File: config.mk
export PLATFORM = sky130hd
export DESIGN_NAME = dhit_timer
export DESIGN_NICKNAME = d
export VERILOG_FILES = /design/src/design/dhit_timer.v
export VERILOG_INCLUDE_DIRS = /design/src /design/src/design
export SDC_FILE = /design/constraint.sdc
export NUM_CORES = 1
export LEC_CHECK = 0
export BUFFER_PORTS_ARGS = -buffer_cell sky130_fd_sc_hd__buf_2
export CORE_UTILIZATION = 30
export CTS_BUF_LIST = sky130_fd_sc_hd__clkbuf_8
export CTS_CLUSTER_SIZE = 20
export DETAILED_ROUTE_END_ITERATION = 16
export SLEW_MARGIN = 0
export SYNTH_ARGS = -nofsm -noshare
export SYNTH_HDL_FRONTEND = slang
export SYNTH_SLANG_ARGS = --single-unit
File: constraint.sdc
create_clock -name pclk -period 3.4 [get_ports pclk]
set_clock_uncertainty 0.1 [all_clocks]
set_input_delay 0 -clock pclk [delete_from_list [all_inputs] [get_ports pclk]]
set_output_delay 0 -clock pclk [all_outputs]
set_load 0.02 [all_outputs]
File: src/design/dhit_regs.vh
`ifndef DHIT_TIMER_REGS_VH
`define DHIT_TIMER_REGS_VH

// ----------------------------------------
// Register byte offsets
// ----------------------------------------
`define DHIT_OFF_WIDTH_CFG   12'h000
`define DHIT_OFF_LO_MODE     12'h004
`define DHIT_OFF_HI_MODE     12'h008
`define DHIT_OFF_CTRL        12'h00c
`define DHIT_OFF_IRQ_MASK    12'h018
`define DHIT_OFF_RAW_STAT    12'h01c
`define DHIT_OFF_MSK_STAT    12'h020
`define DHIT_OFF_IRQ_CLR     12'h024
`define DHIT_OFF_LO_LOAD     12'h028
`define DHIT_OFF_HI_LOAD     12'h02c
`define DHIT_OFF_LO_PRESC    12'h038
`define DHIT_OFF_HI_PRESC    12'h03c
`define DHIT_OFF_LO_COUNT    12'h048
`define DHIT_OFF_HI_COUNT    12'h04c

// ----------------------------------------
// Field positions
// ----------------------------------------
`define DHIT_CTL_LO_EN       0
`define DHIT_CTL_LO_STALL    1
`define DHIT_CTL_HI_EN       8
`define DHIT_CTL_HI_STALL    9
`define DHIT_ST_LO_TO        0
`define DHIT_ST_HI_TO        8
`define DHIT_CTL_MASK        32'h0000_0303
`define DHIT_ST_MASK         32'h0000_0101

// ----------------------------------------
// Codes
// ----------------------------------------
`define DHIT_CFG_32_OSP      3'h0
`define DHIT_CFG_32_RTC      3'h1
`define DHIT_CFG_16          3'h4
`define DHIT_MODE_ONESHOT    2'h1
`define DHIT_MODE_PERIODIC   2'h2

// ----------------------------------------
// Reset values
// ----------------------------------------
`define DHIT_RST_HALF        16'hffff
`define DHIT_RST_PRESC       8'h00
`define DHIT_ZERO32          32'h0000_0000
`define DHIT_ZERO16          16'h0000
`define DHIT_ONE32           32'h0000_0001
`define DHIT_ONE16           16'h0001

`endif

File: src/design/dhit_timer.v
// What this block does
// - Reset sets both count halves and both load registers to all ones.
// - Reset clears both prescale registers to zero.
// - After reset everything is idle and nothing counts until enabled.
// - Config value 0 selects 32-bit one-shot/periodic, 1 selects 32-bit RTC; here RTC only holds the count.
// - In 32-bit one-shot/periodic mode a low load write fills high half too.
// - In 32-bit one-shot/periodic mode low count read returns high:low halves.
// - 32-bit mode acts as one timer; 16-bit halves run independently.
// - 32-bit mode takes one-shot/periodic from low mode field only.
// - Setting low enable with low mode one-shot or periodic starts counting down from the loaded value.
// - At zero the count reloads from the load value next cycle.
// - One-shot stops and clears enable at zero; periodic keeps counting.
// - At zero the raw timeout flag sets and holds until cleared.
// - Masked timeout flag follows raw flag when mask enables it.
// - At zero a trigger pulse is produced for other blocks.
// - A load write while running enters the counter next clock.
// - With stall set, debug halt freezes the count until resume.
// - Config value 4 selects 16-bit mode with separate halves.
//
// The implementer's own choices: the APB slave port and the register addresses.
`timescale 1ns/10ps
`default_nettype none
`include "dhit_regs.vh"

module dhit_timer
#(
  parameter HW = 16                          // Width of one half
)
(
  input  wire        pclk,                   // APB clock, 125 MHz
  input  wire        presetn,                // Async reset, active low
  input  wire        psel,                   // APB select
  input  wire        penable,                // APB access phase
  input  wire        pwrite,                 // APB write direction
  input  wire [11:0] paddr,                  // APB byte address
  input  wire [31:0] pwdata,                 // APB write data
  output wire        pready,                 // APB ready, always high
  output wire [31:0] prdata,                 // APB read data
  output wire        pslverr,                // APB error on unmapped address
  input  wire        debug_halt,             // Processor halted by debugger
  output wire        irq,                    // Level interrupt
  output wire        trig_low,               // Low half timeout trigger pulse
  output wire        trig_high               // High half timeout trigger pulse
);

  // ----------------------------------------
  // State
  // ----------------------------------------
  reg  [2:0]    width_config_r;
  reg  [1:0]    lo_mode_r;
  reg  [1:0]    hi_mode_r;
  reg  [31:0]   ctrl_r;
  reg  [31:0]   irq_mask_r;
  reg  [31:0]   raw_stat_r;
  reg  [HW-1:0] lo_load_r;
  reg  [HW-1:0] hi_load_r;
  reg  [7:0]    lo_presc_r;
  reg  [7:0]    hi_presc_r;
  reg  [HW-1:0] lo_cnt_r;
  reg  [HW-1:0] hi_cnt_r;
  reg  [31:0]   prdata_r;
  reg           trig_lo_r;
  reg           trig_hi_r;

  reg  [31:0]   ctrl_nxt;
  reg  [31:0]   raw_stat_nxt;
  reg  [HW-1:0] lo_cnt_nxt;
  reg  [HW-1:0] hi_cnt_nxt;
  reg  [31:0]   rd_val;
  reg           rd_hit;
  reg           to_lo;
  reg           to_hi;

  // ----------------------------------------
  // Decode
  // ----------------------------------------
  function valid_mode;
    input [1:0] m;
    begin
      valid_mode = (m == `DHIT_MODE_ONESHOT) || (m == `DHIT_MODE_PERIODIC);
    end
  endfunction

  wire          access   = psel & penable;
  wire          wr_en    = access & pwrite;
  wire          wr_cfg   = wr_en & (paddr == `DHIT_OFF_WIDTH_CFG);
  wire          wr_lmode = wr_en & (paddr == `DHIT_OFF_LO_MODE);
  wire          wr_hmode = wr_en & (paddr == `DHIT_OFF_HI_MODE);
  wire          wr_ctl   = wr_en & (paddr == `DHIT_OFF_CTRL);
  wire          wr_mask  = wr_en & (paddr == `DHIT_OFF_IRQ_MASK);
  wire          wr_clr   = wr_en & (paddr == `DHIT_OFF_IRQ_CLR);
  wire          wr_lld   = wr_en & (paddr == `DHIT_OFF_LO_LOAD);
  wire          wr_hld   = wr_en & (paddr == `DHIT_OFF_HI_LOAD);
  wire          wr_lpr   = wr_en & (paddr == `DHIT_OFF_LO_PRESC);
  wire          wr_hpr   = wr_en & (paddr == `DHIT_OFF_HI_PRESC);

  // Mode selection; RTC is only selectable, it holds the count
  wire          mode32   = (width_config_r == `DHIT_CFG_32_OSP);
  wire          mode16   = (width_config_r == `DHIT_CFG_16);

  wire [31:0]   cnt32    = {hi_cnt_r, lo_cnt_r};
  wire [31:0]   load32   = {hi_load_r, lo_load_r};
  wire [31:0]   msk_stat = raw_stat_r & irq_mask_r;

  // Stall only bites while the debugger really holds the core
  wire          lo_run   = ctrl_r[`DHIT_CTL_LO_EN] & valid_mode(lo_mode_r)
                           & ~(ctrl_r[`DHIT_CTL_LO_STALL] & debug_halt);
  wire          hi_run   = ctrl_r[`DHIT_CTL_HI_EN] & valid_mode(hi_mode_r)
                           & ~(ctrl_r[`DHIT_CTL_HI_STALL] & debug_halt);

  // ----------------------------------------
  // Counter next state
  // ----------------------------------------
  always @*
  begin
    ctrl_nxt   = ctrl_r;
    lo_cnt_nxt = lo_cnt_r;
    hi_cnt_nxt = hi_cnt_r;
    to_lo      = 1'b0;
    to_hi      = 1'b0;
    if (mode32)
    begin
      // High enable and high mode are ignored here
      if (lo_run)
      begin
        if (cnt32 == `DHIT_ZERO32)
        begin
          {hi_cnt_nxt, lo_cnt_nxt} = load32;
          to_lo = 1'b1;
          if (lo_mode_r == `DHIT_MODE_ONESHOT)
            ctrl_nxt[`DHIT_CTL_LO_EN] = 1'b0;
        end
        else
        begin
          {hi_cnt_nxt, lo_cnt_nxt} = cnt32 - `DHIT_ONE32;
        end
      end
    end
    else if (mode16)
    begin
      if (lo_run)
      begin
        if (lo_cnt_r == `DHIT_ZERO16)
        begin
          lo_cnt_nxt = lo_load_r;
          to_lo = 1'b1;
          if (lo_mode_r == `DHIT_MODE_ONESHOT)
            ctrl_nxt[`DHIT_CTL_LO_EN] = 1'b0;
        end
        else
        begin
          lo_cnt_nxt = lo_cnt_r - `DHIT_ONE16;
        end
      end
      if (hi_run)
      begin
        if (hi_cnt_r == `DHIT_ZERO16)
        begin
          hi_cnt_nxt = hi_load_r;
          to_hi = 1'b1;
          if (hi_mode_r == `DHIT_MODE_ONESHOT)
            ctrl_nxt[`DHIT_CTL_HI_EN] = 1'b0;
        end
        else
        begin
          hi_cnt_nxt = hi_cnt_r - `DHIT_ONE16;
        end
      end
    end
    // Software control write takes precedence over a one-shot auto clear
    if (wr_ctl)
      ctrl_nxt = pwdata & `DHIT_CTL_MASK;
    // A load write also lands in the counter on the next clock
    if (wr_lld)
    begin
      if (mode32)
        {hi_cnt_nxt, lo_cnt_nxt} = pwdata;
      else
        lo_cnt_nxt = pwdata[HW-1:0];
    end
    if (wr_hld)
      hi_cnt_nxt = pwdata[HW-1:0];
  end

  // Set beats clear so a timeout in the clearing cycle is kept
  always @*
  begin
    raw_stat_nxt = raw_stat_r;
    if (wr_clr)
      raw_stat_nxt = raw_stat_nxt & ~pwdata;
    if (to_lo)
      raw_stat_nxt[`DHIT_ST_LO_TO] = 1'b1;
    if (to_hi)
      raw_stat_nxt[`DHIT_ST_HI_TO] = 1'b1;
    raw_stat_nxt = raw_stat_nxt & `DHIT_ST_MASK;
  end

  // ----------------------------------------
  // Read mux
  // ----------------------------------------
  always @*
  begin
    rd_val = `DHIT_ZERO32;
    rd_hit = 1'b1;
    case (paddr)
      `DHIT_OFF_WIDTH_CFG: rd_val = {29'h0000_0000, width_config_r};
      `DHIT_OFF_LO_MODE:   rd_val = {30'h0000_0000, lo_mode_r};
      `DHIT_OFF_HI_MODE:   rd_val = {30'h0000_0000, hi_mode_r};
      `DHIT_OFF_CTRL:      rd_val = ctrl_r;
      `DHIT_OFF_IRQ_MASK:  rd_val = irq_mask_r;
      `DHIT_OFF_RAW_STAT:  rd_val = raw_stat_r;
      `DHIT_OFF_MSK_STAT:  rd_val = msk_stat;
      `DHIT_OFF_IRQ_CLR:   rd_val = `DHIT_ZERO32;
      `DHIT_OFF_LO_LOAD:   rd_val = mode32 ? load32 : {16'h0000, lo_load_r};
      `DHIT_OFF_HI_LOAD:   rd_val = {16'h0000, hi_load_r};
      `DHIT_OFF_LO_PRESC:  rd_val = {24'h00_0000, lo_presc_r};
      `DHIT_OFF_HI_PRESC:  rd_val = {24'h00_0000, hi_presc_r};
      `DHIT_OFF_LO_COUNT:  rd_val = mode32 ? cnt32 : {16'h0000, lo_cnt_r};
      `DHIT_OFF_HI_COUNT:  rd_val = {16'h0000, hi_cnt_r};
      default:             rd_hit = 1'b0;
    endcase
  end

  // ----------------------------------------
  // Registers
  // ----------------------------------------
  always @(posedge pclk or negedge presetn)
  begin
    if (!presetn)
    begin
      width_config_r <= `DHIT_CFG_32_OSP;
      lo_mode_r      <= 2'h0;
      hi_mode_r      <= 2'h0;
      ctrl_r         <= `DHIT_ZERO32;
      irq_mask_r     <= `DHIT_ZERO32;
      raw_stat_r     <= `DHIT_ZERO32;
      lo_load_r      <= `DHIT_RST_HALF;
      hi_load_r      <= `DHIT_RST_HALF;
      lo_cnt_r       <= `DHIT_RST_HALF;
      hi_cnt_r       <= `DHIT_RST_HALF;
      lo_presc_r     <= `DHIT_RST_PRESC;
      hi_presc_r     <= `DHIT_RST_PRESC;
      prdata_r       <= `DHIT_ZERO32;
      trig_lo_r      <= 1'b0;
      trig_hi_r      <= 1'b0;
    end
    else
    begin
      if (wr_cfg)
        width_config_r <= pwdata[2:0];
      if (wr_lmode)
        lo_mode_r <= pwdata[1:0];
      if (wr_hmode)
        hi_mode_r <= pwdata[1:0];
      if (wr_mask)
        irq_mask_r <= pwdata & `DHIT_ST_MASK;
      if (wr_lld)
        lo_load_r <= pwdata[HW-1:0];
      if (wr_lld && mode32)
        hi_load_r <= pwdata[31:16];
      else if (wr_hld)
        hi_load_r <= pwdata[HW-1:0];
      if (wr_lpr)
        lo_presc_r <= pwdata[7:0];
      if (wr_hpr)
        hi_presc_r <= pwdata[7:0];
      ctrl_r     <= ctrl_nxt;
      raw_stat_r <= raw_stat_nxt;
      lo_cnt_r   <= lo_cnt_nxt;
      hi_cnt_r   <= hi_cnt_nxt;
      trig_lo_r  <= to_lo;
      trig_hi_r  <= to_hi;
      // Captured in setup so the zero-wait access phase sees stable data
      if (psel && !penable && !pwrite)
        prdata_r <= rd_val;
    end
  end

  // ----------------------------------------
  // Outputs
  // ----------------------------------------
  assign pready    = 1'b1;
  assign pslverr   = access & ~rd_hit;
  assign prdata    = prdata_r;
  assign irq       = |msk_stat;
  assign trig_low  = trig_lo_r;
  assign trig_high = trig_hi_r;

endmodule // dhit_timer

`default_nettype wire

Word-level counts from Yosys, hierarchy flattened
Index checks and enable logic that the tools add are counted.

cells by class
  add/sub/neg operators = 3
  equality and inequality tests = 20
  mux-type cells = 48
  reduce and logical (&&, ||, !) cells = 29
  bitwise operators = 25

operators by type and width
  operator               count
  $pmux 32 s13           1
  $mux 16                18
  $eq 12x6->1 const B    6
  $mux 32                2
  $logic_not 16->1       2
  $logic_not 32->1       1
  $reduce_or 32->1       1
  $sub 16x1->16 const B  2
  $sub 32x1->32 const B  1
  $mux 1                 25
  $eq 12x4->1 const B    2
  $eq 12x5->1 const B    2
  $eq 12x7->1 const B    2
  $and 1x1->1            19
  $and 9x9->9            2
  $mux 9                 2
  $reduce_bool 2->1      9
  $reduce_or 14->1       1
  $eq 12x3->1 const B    1
  $logic_not 12->1       1
  $not 9->9              1
  $reduce_bool 3->1      3
  $reduce_and 5->1       1
  $eq 2x1->1 const B     2
  other kinds (11)       18

storage, ports and cells
  logic and storage cells = 143
  register bits = 129
  input port bits = 50

Longest topological paths before layout
Gate-level depths: netlist of run 1.

  depth after elaboration = 10
  gate-level depth with buffers = 13
  gate-level depth less buffers = 9

Least setup slack after synthesis of run 1
No wires, ideal clock.

  kind = reg2reg
  start = register hi_cnt_r[0]
  end = register hi_cnt_r[8]
  stages on the path, launching flop included = 13
  library setup time = 82 ps
  path slack = 408 ps
  arrival time = 2810 ps
  path through = dfstp_2 clkbuf_1 inv_1 ha_1 or4b_1 buf_2 or3_1 buf_2 or3_4 a2bb2oi_1 o22ai_1 nor3_1 a211o_1

on the way
  longest elaborated chain between the ends = 8
  elaborated cells between the ends (all ways) = 13
  those cells by class = 2 x add/sub; 9 x mux; 2 x reduce/logical

RTL lines
  item                                                                line              source
  start, declared                                                     dhit_timer.v:60   reg [HW-1:0] hi_cnt_r;
  start signal, assigned                                              dhit_timer.v:240  hi_cnt_r <= `DHIT_RST_HALF;
  start signal, assigned                                              dhit_timer.v:270  hi_cnt_r <= hi_cnt_nxt;
  $sub 16x1->16 (no line) / $logic_not 16->1 (equally long branches)  n/a
  $mux 16                                                             dhit_timer.v:157  if (hi_cnt_r == `DHIT_ZERO16)
  $mux 16                                                             dhit_timer.v:155  if (hi_run)
  $mux 16                                                             dhit_timer.v:139  else if (mode16)
  $mux 16 *                                                           dhit_timer.v:121  if (mode32)
  $mux 16                                                             dhit_timer.v:176  if (mode32)
  $mux 16 *                                                           dhit_timer.v:174  if (wr_lld)
  $mux 16 *                                                           dhit_timer.v:181  if (wr_hld)
  net hi_cnt_nxt[8]                                                   dhit_timer.v:68   reg [HW-1:0] hi_cnt_nxt;

Mark *: on every way through the listed nets, which the timed path passes. The rest lies on a longest branch.
A chain may end at the register's enable or synchronous reset.

Final worst setup path of run 1
  start = input port paddr[7]
  end = register hi_load_r[11]

on the way
  longest elaborated chain between the ends = 4
  elaborated cells between the ends (all ways) = 7
  those cells by class = 2 x eq/ne; 1 x mux; 2 x bitwise; 2 x reduce/logical

RTL lines
  item                                                 line              source
  start, declared                                      dhit_timer.v:35   input wire [11:0] paddr,
  $eq 12x6->1                                          n/a
  $and 1x1->1                                          dhit_timer.v:92   wire wr_lld = wr_en & (paddr == `DHIT_OFF_LO_LOAD);
  $logic_and 1x1->1                                    dhit_timer.v:259  if (wr_lld && mode32)
  $mux 16 / $reduce_bool 2->1 (equally long branches)  n/a
  end signal, assigned                                 dhit_timer.v:238  hi_load_r <= `DHIT_RST_HALF;
  end signal, assigned                                 dhit_timer.v:260  hi_load_r <= pwdata[31:16];
  end signal, assigned                                 dhit_timer.v:262  hi_load_r <= pwdata[HW-1:0];
  end, declared                                        dhit_timer.v:56   reg [HW-1:0] hi_load_r;

Parallel ways exist; a longest one is shown, timed or not.

==> results of run 1 <==
stage by stage:
step           power, uW  util (%)
6_report            3280      38.2
5_1_grt             3390      38.2
4_1_cts             3310      38.2
3_5_place_dp        1850      34.6
3_3_place_gp        1840      34.6
2_1_floorplan       1710         -
where the power goes:
group          internal [uW]  switching (uW)  total [uW]
Combinational           98.9             168         267
Sequential              1560            25.0        1590
Clock                    774             653        1430
layout make-up:
cell class                 instances  area, um2
clock buffer                      20        275
clock inverter                    12        141
fill                            2580      15700
inverter                          13       48.8
multi-input combinational        704       4240
sequential                       129       3310
tap                              330        413
timing repair buffer             184       1300
registers in the layout, summed over array words and instances, names as in the netlist, 3 cells and up:
name	flops
lo_cnt_r	16
hi_load_r	16
hi_presc_r	8
prdata	32
ctrl_r	4
lo_presc_r	8
hi_cnt_r	16
width_config_r	3
lo_load_r	16
metal layers:
layer  up-vias  share of wire (%)
li1       3661                  -
met1      3920                 46
met2       436                 43
met3        46                8.9
met4         0                1.9
met5         -                  0
placed cells by master, fill, tap and decap left out, drive strengths merged, types with 5 or more instances in the layout:
master / synthesis / layout
nand2: 152 / 152
buf: 15 / 134
nor2: 82 / 82
o21ai: 81 / 81
dfrtp: 65 / 65
dfstp: 64 / 64
dlygate4sd3: 0 / 50
a21oi: 39 / 39
a22oi: 33 / 33
nor3: 32 / 32
mux2: 26 / 26
clkbuf: 54 / 20
or4: 18 / 18
nor4: 18 / 18
mux2i: 17 / 17
inv: 13 / 16
nand3: 16 / 16
a221oi: 15 / 15
o211ai: 14 / 14
or3: 13 / 13
a31oi: 12 / 12
nand4: 10 / 10
a211oi: 10 / 10
a22o: 8 / 8
nand3b: 7 / 7
o311ai: 6 / 6
o31ai: 6 / 6
xnor2: 6 / 6
xor2: 6 / 6
a21o: 6 / 6
and3: 5 / 5
o221ai: 5 / 5
ha: 5 / 5
clkinv: 0 / 5
cell families (layout without fill, tap and decap cells):
| family | after synthesis | in the layout |
|---|---|---|
| buffers and inverters | 82 | 229 |
| flip-flops | 129 | 129 |
| adder cells (fa/ha/maj) | 5 | 5 |
| AO/OA/AOI/OAI | 269 | 269 |
| multiplexers | 43 | 43 |
| AND/OR/NAND/NOR | 374 | 374 |
| other | 1 | 1 |
| XOR/XNOR | 12 | 12 |
timing repair:
item / 4_1_cts / 5_1_grt
gates resized for setup: 0 / 0
hold endpoints to repair: 146 / 0
hold buffers: 50 / 0
cells in the mapped netlist, types with 3 or more instances:
cell | number | share of area [%]
dfrtp_1 | 65 | 21
o21ai_1 | 4 | 0.25
o2111ai_1 | 3 | 0.33
xor2_1 | 6 | 0.67
ha_1 | 5 | 0.80
a31oi_1 | 12 | 0.95
nor2_1 | 82 | 3.9
a211oi_1 | 10 | 0.95
inv_1 | 13 | 0.62
nand2_1 | 152 | 7.3
dfstp_2 | 64 | 21
nor4_1 | 15 | 1.2
a21o_1 | 6 | 0.57
o211ai_1 | 14 | 1.3
and3_1 | 5 | 0.40
o21a_1 | 4 | 0.38
mux2i_1 | 17 | 2.2
nand3_1 | 16 | 1.0
nand3b_1 | 7 | 0.67
o311ai_0 | 6 | 0.67
a22oi_1 | 33 | 3.2
nor4_2 | 3 | 0.48
a211o_1 | 3 | 0.33
o31ai_1 | 6 | 0.57
buf_2 | 10 | 0.64
nor3b_1 | 3 | 0.29
mux2_2 | 26 | 3.7
o221ai_1 | 5 | 0.56
a221oi_1 | 15 | 1.7
a21oi_1 | 39 | 2.5
nor3_1 | 30 | 1.9
nand4b_1 | 3 | 0.33
a2bb2oi_1 | 4 | 0.45
or3_1 | 11 | 0.88
nand4_1 | 10 | 0.80
or4_1 | 18 | 1.7
a22o_1 | 8 | 0.89
xnor2_1 | 6 | 0.67
clkbuf_1 | 54 | 2.6
o21ai_0 | 77 | 4.9
final timing paths:
check,start,endpoint,cells after the start
hold / removal,psel,prdata[3],5
min in group asynchronous,presetn,prdata[28],2
hold reg to reg,lo_load_r[0],lo_load_r[0],2
setup reg to reg,hi_cnt_r[0],hi_cnt_r[1],9
max in group asynchronous,presetn,hi_cnt_r[2],3
setup / recovery,paddr[7],hi_load_r[11],9
worst max-delay path, stage by stage:
cell and delay, ns:
dlygate4sd3_1 0.54, buf_2 0.16, or4b_1 0.77, nor4_4 0.33
and2_1 0.61, buf_4 0.30, nand2_1 0.09, o21ai_0 0.09
dlygate4sd3_1 0.59
==> summary.md, run 1 <==
| Metric | Value |
|---|---|
| Period utilization | 94.1% |
| Yosys cell types | 70 |
| Mapped Area | 7860 um2 |
| CP arrival | 3.49 ns |
| Peak VDD IR | 181 uV |
| Synth-to-Final Area Change | 23.7% |
| CP Capture Type | register |
| Post-synthesis mux area share | 5.89% |
| First-pass GRT wire length | 46,200 um |
| Die Span Y | 164 um |
| Initial antenna violation count | 0 |
| Core ar. | 25,500 um2 |
| Final worst slack | 0.199 ns |
| Antenna Nets Post-Route | 0 |
| Fmax | 312 MHz |
| Placed Cells | 1,310 |
| Num ports | 87 |
| Worst Hold Slack | 0.0597 ns |
| Place WS | 0.355 ns |
| Cell area after placement | 8810 um2 |
| Max-slew headroom | 32.0% |
| Endpoints failing hold | 0 |
| CTS buffer count | 17 |
| Share of cells above drive strength 1 | 25.1% |
| Buffers on Ports | 85 |
| Slack of the worst reg-to-reg path | 0.32 ns |
| Synth Area in Compound Gates | 22.6% |
| Met3 usage | 4.77% |
| Slew Viols, Final | 0 |
| Root buffer cell | clkbuf_8 |
| Xor and xnor fraction of the mapped netlist area | 1.34% |
| Worst-margin pin slew | 1.02 ns |
| GRT met1 Usage | 33.1% |
| GR peak layer | met2 |
| Hpwl dp | 21,000 um |
| # diodes | 0 |
| Critical Path Start Type | input pin |
| Synth Flop Type | dfrtp_1 |
| Synthesized-area fraction occupied by adder cells | 0.796% |
| Met2 usage | 34.6% |
| Setup bufs post-CTS | 0 |
| TNS Setup | 0 ns |
| Synth async-reset ratio | 100% |
| Worst Hold Class | in2reg |
| Final instance area | 9730 um2 |
| Clock-pin slew on the worst setup and hold paths | 0.08 ns |
| Die Area | 26,900 um2 |
| Critical Path Fanout Max | 16 |
| Syn Area/Cell | 8.59 um2 |
| Placer Congestion | 0.905 |
| Synth Register Bits | 129 |
| Vias | 8,063 |
| Routed length per instance | 21.5 um |
| Post-synth EDFFs | 0 |
| Rows | 58 |
| Post-synth net total | 970 |
| H-tree levels | 4 |
| Warnings, synthesis | 0 |
| Critical Path RT | 3.69 ns |
| Clk_lat worst skew | 0.46 ns |
| GRT Util Overall | 23.0% |
| Sink Count | 129 |
| Die width | 164 um |
| Clock Tree Buf Depth | 2 |
| Iter 0 DRT Violations | 976 |
| Critical path class | in2reg |
| Nets | 1,104 |
| Synth Area in Simple Gates | 22.9% |
| Status | completed |
| Drt first pass iters | 5 |
| Vias in the first global route | 7,646 |
| GRT overflow | 0 |
| Post-Layout Cell Count | 1,392 |
| Post-synthesis sequential area ratio | 42.1% |
| CTS tree | yes |
| Max Cap Viol | 0 |
| Synthesized instance count | 915 |
| RSZ-0062 raised after global routing | false |
| Drt drc | 0 |
| Main combinational cell family by area after synthesis | simple AND/OR/NAND/NOR gates |
| Final number of setup-violating endpoints | 0 |
| Final critical-path required period | 3.20 ns |
| Static Leakage | 0.00411 uW |
| Post-Route WL | 29,900 um |
| Largest net degree at the start of global routing | 106 |
| PwrDens | 338 nW/um2 |
| Vias/cell | 5.79 |
| Initial Utilization | 30.9% |
No activity file was read; power rests on OpenSTA's default activity.
==> run 2: changes to the inputs <==
--- a/config.mk
+++ b/config.mk
@@ -11,6 +11,8 @@
 export CTS_BUF_LIST = sky130_fd_sc_hd__clkbuf_8
 export CTS_CLUSTER_SIZE = 20
 export DETAILED_ROUTE_END_ITERATION = 16
+export PLACE_DENSITY = 0.56
+export RECOVER_POWER = 50
 export SLEW_MARGIN = 0
 export SYNTH_ARGS = -nofsm -noshare
 export SYNTH_HDL_FRONTEND = slang
==> constraint.sdc (replaced) <==
create_clock -name pclk -period 4 [get_ports pclk]
set_clock_uncertainty 0.1 [all_clocks]
set_input_delay 0 -clock pclk [delete_from_list [all_inputs] [get_ports pclk]]
set_output_delay 0 -clock pclk [all_outputs]
set_load 0.02 [all_outputs]
==> summary.md, run 2 (synthesized netlist as in run 1, its figures left out) <==
| Metric | Value |
|---|---|
| Status | finished with violations |
| Failing checks | max-capacitance violations, max-slew violations |
| PwrDens | 294 nW/um2 (-13%) |
| Synth-to-Final Area Change | 21.3% |
| Rows | 58 (unchanged) |
| GRT overflow | 0 (unchanged) |
| Drt drc | 0 (unchanged) |
| Antenna Nets Post-Route | 0 (unchanged) |
| Post-Route WL | 30,500 um (+1.7%) |
| Routed length per instance | 22.2 um (+3.1%) |
| Drt first pass iters | 5 (unchanged) |
| Max-slew headroom | -34.7% (-67 points) |
| Largest net degree at the start of global routing | 79 (-25%) |
| Final core utilization | 37.4% (-0.75 points) |
| First-pass GRT wire length | 46,200 um (-0.12%) |
| RSZ-0062 raised after global routing | false |
| Share of cells above drive strength 1 | 21.1% (-4.0 points) |
| Slowest stage delay, CP | 0.56 ns (-0.21 ns) |
| Iter 0 DRT Violations | 866 (-11%) |
| Hpwl dp | 21,500 um (+2.3%) |
| Worst-margin pin slew | 2.02 ns (+1.00 ns) |
| Crit-path cells | inv_1 -> ha_1 -> or4b_4 -> or3_1 -> or3_4 -> nand3_1 -> o21ai_1 -> a2111oi_0 -> nand3b_1 -> dlygate4sd3_1 |
| Vias | 7,834 (-2.8%) |
| Die Area | 26,900 um2 (unchanged) |
| Sink Count | 129 (unchanged) |
| Endpoints failing hold | 0 (unchanged) |
| Final number of setup-violating endpoints | 0 (unchanged) |
| Core ar. | 25,500 um2 (unchanged) |
| Cell area after placement | 8680 um2 (-1.4%) |
| CP arrival | 4.11 ns (+0.62 ns) |
| Die Span Y | 164 um (unchanged) |
| Vias in the first global route | 7,465 (-2.4%) |
| Worst Hold Class | in2reg |
| H-tree levels | 4 (unchanged) |
| GRT Util Overall | 23.2% (+0.22 points) |
| Critical Path Start Type | register |
| Critical Path Fanout Max | 22 (+6) |
| Root buffer cell | clkbuf_8 |
| TNS Setup | 0 ns (unchanged) |
| Placed Cells | 1,292 (-1.4%) |
| CTS tree | yes |
| Placer Congestion | 0.924 (+2.1%) |
| CP delay by family, top | simple AND/OR/NAND/NOR gates |
| Worst path slowest cell | or3_4 |
| Most common cell after layout, fill and taps aside | nand2_1 |
| Setup bufs post-CTS | 0 (unchanged) |
| Vias/cell | 5.71 (-1.5%) |
| Critical Path RT | 4.30 ns (+0.61 ns) |
| Period utilization | 95.1% |
| Peak VDD IR | 230 uV (+27%) |
| Static Leakage | 0.00386 uW (-5.9%) |
| Initial Utilization | 30.9% (unchanged) |
| Clock-pin slew on the worst setup and hold paths | 0.08 ns (about the same) |
| Fmax | 263 MHz |
| Final critical-path required period | 3.81 ns |
| CP bufs+invs | 2 (-2) |
| Die width | 164 um (unchanged) |
| Final instance area | 9530 um2 (-2.0%) |
| Most frequent cells in the layout | 152 x nand2_1, 81 x nor2_1, 77 x o21ai_0, 65 x dfrtp_1, 64 x dfstp_2 |
| Initial antenna violation count | 0 (unchanged) |
| Max Cap Viol | 1 (+1) |
| Clk_lat worst skew | 0.46 ns (about the same) |
| Num ports | 87 (unchanged) |
| Post-Layout Cell Count | 1,373 (-1.4%) |
| # diodes | 0 (unchanged) |
| Clock Tree Buf Depth | 2 (unchanged) |
| Buffers on Ports | 85 (unchanged) |
| Slew Viols, Final | 79 (+79) |
| CTS buffer count | 17 (unchanged) |
| Largest register FFs | 32 (unchanged) |
| Critical path class | reg2reg |
| Fillers | 2,675 (+3.7%) |
| Nets | 1,085 (-1.7%) |
| CP Capture Type | register |
run 2: worst register-to-register path: cells and delay by family (launching register included):
family                     cells  cell delay (ns)
DFF                            1             0.43
AOI/OAI and AO/OA              2             0.48
adders and majority gates      1             0.26
and+or+nand+nor                5             1.84
buffers and inverters          2             0.66
run 2: cell type report:
cell class	count	area [um2]	area share, %
inverter	13	48.8	0.512
timing repair buffer	165	1100	11.5
clock buffer	17	234	2.45
sequential	129	3310	34.7
clock inverter	15	180	1.89
tap	330	413	4.33
multi-input combinational	704	4250	44.6
run 2: timing repair:
item,CTS,global route
endpoints found under the setup margin,0,1
hold buffers,49,0
endpoints found under the hold margin,172,0
gates resized for setup,0,1
run 2: path summary, 6_finish.rpt:
kind                               start             to  slack [ns]  cells after the start
max in group asynchronous        presetn  lo_presc_r[5]        1.39                      3
max                          hi_cnt_r[0]    hi_cnt_r[1]        0.19                     10
min reg2reg                lo_load_r[10]  lo_load_r[10]        0.37                      2
max reg2reg                  hi_cnt_r[0]    hi_cnt_r[1]        0.19                     10
min                            paddr[10]      prdata[1]        0.03                      4
min in group asynchronous        presetn     prdata[17]        0.55                      2
run 2: routing by layer:
layer	routed length [um]	up-vias	part of all wire (%)	GRT usage (%)
li1	-	3611	-	-
met1	13600	3807	45	32.5
met2	13600	368	45	35.7
met3	2580	48	8.5	5.03
met4	618	0	2.0	6.94
met5	0	-	0	0
run 2: power breakdown:
| part | leakage [uW] | total (uW) | switching, uW | internal (uW) |
|---|---|---|---|---|
| combinational | 0.00210 | 217 | 141 | 76.0 |
| sequential | 0.00155 | 1350 | 20.8 | 1330 |
| clock | 0.000215 | 1230 | 609 | 623 |
run 2: metrics by stage:
stage               hold slack [ns]  worst slack (ns)  power, uW
floorplan                    -0.396              1.01       1450
global placement           -0.00759             0.750       1570
detailed placement         -0.00952             0.641       1570
CTS                        0.000324             0.141       2820
global route                 0.0308            0.0335       2900
finish                       0.0318             0.195       2800
